==> src/rapc_pkg.sv <==
package rapc_pkg;
    localparam int OFS_W       = 10;
    localparam int LIM_W       = 8;
    localparam int GAIN_W      = 4;
    localparam int RSSI_W      = 8;
    localparam int CRC_W       = 16;
    localparam int CNT_W       = 16;
    localparam logic [OFS_W-1:0]   OFS_RST   = 10'h000;
    localparam logic [CRC_W-1:0]   CRC_INIT  = 16'hFFFF;
    localparam logic [CRC_W-1:0]   CRC_POLY  = 16'h8005;
    localparam logic [GAIN_W-1:0]  PGA_MAX   = 4'hF;
    localparam logic [GAIN_W-1:0]  PGA_MIN   = 4'h0;
    localparam logic [RSSI_W-1:0]  RSSI_HI   = 8'hC0;
    localparam logic [RSSI_W-1:0]  RSSI_LO   = 8'h40;
    localparam logic [2:0]         BIT_LAST  = 3'h7;
    localparam logic [CNT_W-1:0]   CNT_ONE   = 16'h0001;

    typedef enum logic [1:0] {
        RAPC_IDLE = 2'b00,
        RAPC_PRE  = 2'b01,
        RAPC_SYNC = 2'b11,
        RAPC_DATA = 2'b10
    } rapc_state_type;

    // packet handler configuration from the host
    typedef struct packed {
        logic             afc_en;
        logic             pkt_handler_en;
        logic             multi_packet;
        logic             crc_en;
        logic [1:0]       exit_state;
        logic [CNT_W-1:0] header_len;
        logic [CNT_W-1:0] payload_len;
    } rapc_cfg_type;

    // demodulator side
    typedef struct packed {
        logic             bit_valid;
        logic             bit_data;
        logic             preamble_det;
        logic             sync_match;
        logic [OFS_W-1:0] freq_err;
    } rapc_demod_type;

    typedef struct packed {
        logic       valid;
        logic [7:0] data;
    } rapc_byte_type;
endpackage : rapc_pkg

==> src/rapc_rx_control.sv <==
// Operation
// with correction enabled, steer synthesizer by detected carrier offset
// freeze correction after preamble detect until packet end
// multi-packet: clear correction at packet end, reacquire next packet
// clamp correction magnitude to unsigned pull-in limit when enabled
// transmitter sends about 40 preamble bits with correction, 32 without
// packet handler off: every byte after sync goes to FIFO
// packet handler on: only payload bytes stored, other fields dropped
// host programs preamble and sync; FIFO fills only after both
// mirror demodulated bits on pin in real time
// FIFO mode: leave receive on packet-valid, go to configured state
// packet valid clears receive-on unless multi-packet set
// multi-packet set: stay in receive after good packet
// host picks next action in multi-packet from interrupts
// sync detection disabled until preamble detected
// gain loop: one LNA step, PGA in 3 dB steps
// signal strength reported in 0.5 dB steps
// check CRC of each packet, flag failures
// manual offset used when correction off, correction otherwise
// correction signed, same units as manual offset, saturates at limit
`timescale 1ns/1ns
module rapc_rx_control
    import rapc_pkg::*;
(
    input  wire logic                clock_i,
    input  wire logic                rst_n_i,
    input  wire rapc_cfg_type        cfg_i,
    input  wire logic [OFS_W-1:0]    manual_freq_offset_i,
    input  wire logic [LIM_W-1:0]    afc_pull_in_limit_i,
    input  wire logic                rx_on_set_i,
    input  wire rapc_demod_type      demod_i,
    input  wire logic [RSSI_W-1:0]   rssi_raw_i,
    output logic [OFS_W-1:0]         synth_offset_o,
    output rapc_byte_type            fifo_wr_o,
    output logic                     rx_bitstream_mirror_o,
    output logic                     rx_on_o,
    output logic [1:0]               next_mode_o,
    output logic                     packet_valid_o,
    output logic                     crc_error_o,
    output logic                     lna_high_o,
    output logic [GAIN_W-1:0]        pga_step_o,
    output logic [RSSI_W-1:0]        rssi_half_db_o
);
    rapc_state_type   state;
    rapc_state_type   next_state;
    logic [OFS_W-1:0] afc_value;
    logic [OFS_W-1:0] next_afc;
    logic [2:0]       bit_cnt;
    logic [7:0]       shreg;
    logic [CNT_W-1:0] byte_cnt;
    logic [CRC_W-1:0] crc;

    // signed clamp; limit is unsigned so it is zero-extended before negation
    wire logic signed [OFS_W:0] lim_s    = {{(OFS_W+1-LIM_W){1'b0}}, afc_pull_in_limit_i};
    wire logic signed [OFS_W:0] err_s    = {demod_i.freq_err[OFS_W-1], demod_i.freq_err};
    // one guard bit is enough: the held value never exceeds the 8-bit limit
    wire logic signed [OFS_W:0] acc_s    = (OFS_W+1)'({afc_value[OFS_W-1], afc_value} + err_s);
    // limitation: a zero limit pins the correction at zero
    wire logic signed [OFS_W:0] clamp_s  = (acc_s > lim_s) ? lim_s : ((acc_s < -lim_s) ? -lim_s : acc_s);
    // tracking stops at preamble detect and stays off until the packet ends
    wire logic                  tracking = cfg_i.afc_en && rx_on_o && (state == RAPC_IDLE || state == RAPC_PRE);

    wire logic                  byte_done = demod_i.bit_valid && (bit_cnt == BIT_LAST) && (state == RAPC_DATA);
    wire logic [7:0]            byte_val = {shreg[6:0], demod_i.bit_data};
    // header bytes are still counted so the packet end lands on the right byte
    wire logic [CNT_W-1:0]      pkt_len  = cfg_i.pkt_handler_en ? CNT_W'(cfg_i.header_len + cfg_i.payload_len)
                                                                 : cfg_i.payload_len;
    wire logic                  in_payload = !cfg_i.pkt_handler_en || (byte_cnt >= cfg_i.header_len);
    wire logic                  pkt_end  = byte_done && (byte_cnt + CNT_ONE == pkt_len);
    // the appended check bytes run through the same register, so a clean packet leaves zero
    wire logic                  crc_fb   = crc[CRC_W-1] ^ demod_i.bit_data;
    wire logic [CRC_W-1:0]      crc_next = {crc[CRC_W-2:0], 1'b0} ^ (crc_fb ? CRC_POLY : '0);
    wire logic                  crc_bad  = cfg_i.crc_en && (crc_next != '0);
    wire logic                  pkt_good = pkt_end && !crc_bad;
    // a failed check keeps receive on, the host decides what follows
    wire logic                  rx_exit  = pkt_good && !cfg_i.multi_packet;
    // shared register: manual value only while correction is off
    wire logic [OFS_W-1:0]      synth_sel = cfg_i.afc_en ? next_afc : manual_freq_offset_i;
    wire logic                  too_strong = rssi_raw_i > RSSI_HI;
    wire logic                  too_weak   = rssi_raw_i < RSSI_LO;

    always_comb begin
        next_afc = afc_value;
        if (!cfg_i.afc_en) begin
            next_afc = OFS_RST;
        end else if (pkt_end && cfg_i.multi_packet) begin
            next_afc = OFS_RST;
        end else if (tracking && demod_i.bit_valid) begin
            next_afc = clamp_s[OFS_W-1:0];
        end
    end

    always_comb begin
        next_state = state;
        case (state)
            RAPC_IDLE: begin
                if (rx_on_o) begin
                    next_state = RAPC_PRE;
                end
            end
            RAPC_PRE: begin
                if (!rx_on_o) begin
                    next_state = RAPC_IDLE;
                end else if (demod_i.preamble_det) begin
                    next_state = RAPC_SYNC;
                end
            end
            RAPC_SYNC: begin
                if (!rx_on_o) begin
                    next_state = RAPC_IDLE;
                end else if (demod_i.sync_match) begin
                    next_state = RAPC_DATA;
                end
            end
            default: begin
                if (pkt_end) begin
                    next_state = RAPC_PRE;
                end
            end
        endcase
    end

    always_ff @(posedge clock_i) begin
        if (!rst_n_i) begin
            state     <= RAPC_IDLE;
            afc_value <= OFS_RST;
        end else begin
            state     <= next_state;
            afc_value <= next_afc;
        end
    end

    // the shared synthesizer offset register: manual value only while correction off
    always_ff @(posedge clock_i) begin
        if (!rst_n_i) begin
            synth_offset_o <= OFS_RST;
        end else begin
            synth_offset_o <= synth_sel;
        end
    end

    always_ff @(posedge clock_i) begin
        if (!rst_n_i) begin
            bit_cnt  <= '0;
            shreg    <= '0;
            byte_cnt <= '0;
            crc      <= CRC_INIT;
        end else if (state != RAPC_DATA) begin
            bit_cnt  <= '0;
            byte_cnt <= '0;
            crc      <= CRC_INIT;
        end else if (demod_i.bit_valid) begin
            bit_cnt <= bit_cnt + 3'h1;
            shreg   <= byte_val;
            crc     <= crc_next;
            if (byte_done) begin
                byte_cnt <= byte_cnt + CNT_ONE;
            end
        end
    end

    always_ff @(posedge clock_i) begin
        if (!rst_n_i) begin
            fifo_wr_o <= '0;
        end else begin
            fifo_wr_o.valid <= byte_done && in_payload;
            fifo_wr_o.data  <= byte_val;
        end
    end

    // mirror is unconditional, so it keeps running while the FIFO fills
    always_ff @(posedge clock_i) begin
        if (!rst_n_i) begin
            rx_bitstream_mirror_o <= 1'b0;
        end else if (demod_i.bit_valid) begin
            rx_bitstream_mirror_o <= demod_i.bit_data;
        end
    end

    // host set of receive-on loses only to a same-cycle good packet end with multi-packet off
    always_ff @(posedge clock_i) begin
        if (!rst_n_i) begin
            rx_on_o        <= 1'b0;
            next_mode_o    <= 2'b00;
            packet_valid_o <= 1'b0;
            crc_error_o    <= 1'b0;
        end else begin
            packet_valid_o <= pkt_good;
            crc_error_o    <= pkt_end && crc_bad;
            if (rx_exit) begin
                rx_on_o     <= 1'b0;
                next_mode_o <= cfg_i.exit_state;
            end else if (rx_on_set_i) begin
                rx_on_o     <= 1'b1;
            end
        end
    end

    // coarse gain loop: too strong steps PGA down one 3 dB code per step before the LNA single step; too weak restores LNA first, then PGA
    always_ff @(posedge clock_i) begin
        if (!rst_n_i) begin
            lna_high_o     <= 1'b1;
            pga_step_o     <= PGA_MAX;
            rssi_half_db_o <= '0;
        end else begin
            rssi_half_db_o <= rssi_raw_i;
            if (too_strong) begin
                if (pga_step_o != PGA_MIN) begin
                    pga_step_o <= pga_step_o - 4'h1;
                end else begin
                    lna_high_o <= 1'b0;
                end
            end else if (too_weak) begin
                if (!lna_high_o) begin
                    lna_high_o <= 1'b1;
                end else if (pga_step_o != PGA_MAX) begin
                    pga_step_o <= pga_step_o + 4'h1;
                end
            end
        end
    end
endmodule : rapc_rx_control

==> config.mk <==
export PLATFORM = sky130hd
export DESIGN_NAME = rapc_rx_control
export DESIGN_NICKNAME = d
export VERILOG_FILES = /design/src/rapc_pkg.sv /design/src/rapc_rx_control.sv
export SDC_FILE = /design/constraint.sdc
export NUM_CORES = 1
export LEC_CHECK = 0
export BUFFER_PORTS_ARGS = -buffer_cell sky130_fd_sc_hd__buf_2
export CAP_MARGIN = 20
export CORE_AREA = 2 2 117 119
export DETAILED_ROUTE_END_ITERATION = 12
export DIE_AREA = 0 0 119 121
export GPL_TIMING_DRIVEN = 0
export PLACE_DENSITY = 0.83
export SLEW_MARGIN = 15
export SYNTH_ARGS = -nofsm -noshare
export SYNTH_HDL_FRONTEND = slang
export SYNTH_SLANG_ARGS = --single-unit
==> constraint.sdc <==
create_clock -name clock_i -period 3.78 [get_ports clock_i]
set_input_delay 0.189 -clock clock_i [delete_from_list [all_inputs] [get_ports clock_i]]
set_output_delay 0.189 -clock clock_i [all_outputs]
set_load 0.05 [all_outputs]
==> results.toml <==
[run_status]
run_status = "finished, violations left"
violations = "negative setup slack"

[synthesis]
ys_ff_latch = 92
synth_area_leaders = "dfxtp_1 (27%), ha_1 (12%), nand2_1 (5.4%)"
yosys.area.top_type_share_pct = 27.4
yosysMostFrequentCell = "nand2_1"
synthArstFlopShare_pct = 0
yosys.area.top_type = "dfxtp_1"
netlist_instances = 826
seq_area_frac_synth_pct = 27.4
synthDistinctLibCells = 77
synth_edf_count = 0
synthFlopType = "dfxtp_1"
synth_area_mm2 = 0.00672
synth.cells.most_frequent = "nand2_1 (96), dfxtp_1 (92), ha_1 (64)"
syn-num-nets = 974
syn_area_per_cell_um2 = 8.14
synth_warnings = 0

[die]
fp.dieW_um = 119
row_count = 42
pin_count = 119
initial_core_util_pct = 51.4
core_area_mm2 = 0.0131
dieArea_mm2 = 0.0144
dieHeight_um = 121

[worst_hold_path]
worstHoldStart = "rssi_raw_i[1]"
hold_class = "in -> reg"

[routing]
drc_errors = 0
vias = 6803
wl_per_cell_um = 16.0
firstDrtPassIters = 5
viasPerCell = 5.94
postRouteAntennaNets = 0
drtIter0Drc = 606
routed_wl_um = 18300

[clocking]
cts_root_buf = "clkbuf_16"
cts_made_buffers = 9
cts.path.max_buffers = 2
cts_tree = "built"
clk_latency_ns = 0.34
holdBufCountCts = 0
htreeDepth = 3
path_clk_slew_ns = 0.07
clock-sinks = 92

[sta]
rsz0062_at_grt = "yes"
worst_pin_slew_ns = 1.05
period_share_pct = 101
timing.fmax_ghz = 0.263
worst_slack_ns = -0.0227
setup_violations = 1
fin_skew_ns = 0.00845
max_slew_margin_pct = 29.4
slew_viol_final = 0
hold_viol_final = 0
fin_crit_ns = 3.80

[setup_path]
required_ns = 3.99
critPathMaxFanout = 5
worstPathArrival_ns = 4.02
setup.worst_path.start_class = "flip-flop"
crit_type = "reg -> reg"
r2r_start = "afc_value[0]$_SDFF_PN0_"
path_delay_family = "compound AO/OA/AOI/OAI gates"
cp_cell_sequence = "ha_4 > inv_2 > fa_2 > nand2b_4 > a21o_1 > a21oi_2 > or3_4 > and2_1 > ha_4 > a21oi_1 > nor2b_1 > o22ai_4 > o21a_1 > buf_4 > buf_4 > mux2_2 > nand3_1 > a31o_2 > o21ai_1"
cp-startpoint = "afc_value[0]$_SDFF_PN0_"
critPathMaxStageDelay_ns = 0.39
cp_num_buf_inv = 3
crit_slowest_cell = "fa_2"
worstSetupEndpointType = "flip-flop"

[power]
p_leak_uw = 0.00354
power_density_mw_per_mm2 = 326
ir_drop_uv = 204

[run]
cap_violations = 0

[layout]
n_fill_cell = 1088
drive_above_1_share_pct = 21.5
post-route-util_pct = 63.0
nets = 1114
antennaDiodeCount = 0
syn_to_final_growth_pct = 22.6

[global_route]
grt_usage_pct = 24.0
antenna_found_initial = 0
grt_pass1_vias = 6155
grt_overflow_total = 0
grt_pass1_wl_um = 28300
grt_max_degree = 16

[placed_design]
pre_cts_ws_ns = -0.429
place_hpwl_um = 13400
port-buffer-count = 117
gp_congestion = 0.919
==> layout by cell type, fill, tap and decap left out, drive strengths merged, types with 4 or more instances in the layout <==
cell type / netlist / final
o2111ai: 4 / 4
inv: 46 / 47
and3: 9 / 9
o22ai: 6 / 6
a211oi: 10 / 10
o21a: 10 / 10
or3: 13 / 13
o2bb2ai: 6 / 6
buf: 9 / 138
nand4: 9 / 9
and2: 23 / 23
o211ai: 10 / 10
xnor2: 38 / 38
a21oi: 59 / 59
o31ai: 5 / 5
xor2: 18 / 18
a211o: 5 / 5
a2111oi: 5 / 5
nor3: 24 / 24
a31oi: 8 / 8
nand2: 96 / 96
nand3: 28 / 28
dfxtp: 92 / 92
clkbuf: 16 / 26
a21o: 12 / 12
nor2: 56 / 56
nor4: 10 / 10
nand2b: 12 / 12
o21ai: 36 / 36
mux2i: 27 / 27
ha: 64 / 64
==> worst register-to-register path, delay by kind of cell (launching register included) <==
family	cells	cell delay [ns]
buffers and inverters	3	0.26
multiplexers	1	0.33
flip-flops	1	0.36
AO/OA/AOI/OAI	7	1.19
adder cells (fa/ha/maj)	3	0.78
AND/OR/NAND/NOR	5	0.76
==> kinds of logic (layout without fill, tap and decap cells) <==
group	after synthesis	count (layout)	synth area share [%]
AO/OA/AOI/OAI	208	208	21.1
XOR/XNOR	57	57	7.63
adder cells (fa/ha/maj)	68	68	13.0
buffers and inverters	71	215	4.08
flip-flops	92	92	27.4
multiplexers	30	30	4.52
AND/OR/NAND/NOR	300	300	22.3
==> area by class of cell <==
cell class,instances,area [µm²],share of cell area [%]
buffer,24,103,1.24
clock buffer,10,239,2.90
clock inverter,5,60.1,0.729
inverter,46,173,2.09
multi-input combinational,663,4910,59.6
sequential,92,1840,22.4
tap,176,220,2.67
timing repair buffer,130,696,8.44
==> final timing paths <==
path / cells after the start / endpoint / slack [ns]
worst min register to register: 2 / shreg[6]$_SDFFE_PN0P_ / 0.45
worst min-delay path: 2 / rssi_half_db_o[1]$_SDFF_PN0_ / 0.06
worst max register to register: 19 / synth_offset_o[5]$_SDFF_PN0_ / -0.02
worst max-delay path: 19 / synth_offset_o[5]$_SDFF_PN0_ / -0.02
==> power breakdown <==
group	switching (µW)	internal, µW	leakage [µW]
Combinational	458	309	0.00264
Clock	380	529	0.000145
Sequential	18.0	993	0.000748
Total	857	1830	0.00354
==> routing by layer <==
| layer | GRT usage [%] | share of wire, % |
|---|---|---|
| met1 | 30.5 | 42 |
| met2 | 41.1 | 49 |
| met3 | 4.04 | 6.2 |
| met4 | 8.48 | 2.8 |
| met5 | 0 | 0 |
==> sequential cells by signal, summed over array words and instances, names as in the netlist, 2 cells and up <==
name,flops
state,2
next_mode_o,2
pga_step_o,4
shreg,7
crc,16
synth_offset_o,10
rssi_half_db_o,8
fifo_wr_o,9
afc_value,10
byte_cnt,16
bit_cnt,3
==> stage by stage <==
step	TNS, ns	hold WS [ns]	cell area, µm²	std cells	total power [µW]
finish	-0.0227	0.0613	8240	1146	2690
global placement	-4.67	0.400	7530	1119	1680
floorplan	0	0.283	6720	826	1520
CTS	-0.0120	0.0533	7970	1138	2620
global route	-0.766	0.0662	8240	1146	2800
detailed placement	-5.42	0.407	7530	1119	1690
==> timing repair <==
action / CTS / global route
resized for setup: 24 / 35
pin swaps: 6 / 20
setup endpoints to repair: 20 / 20
buffers inserted: 5 / 8
No activity file was read; power rests on OpenSTA's default activity.
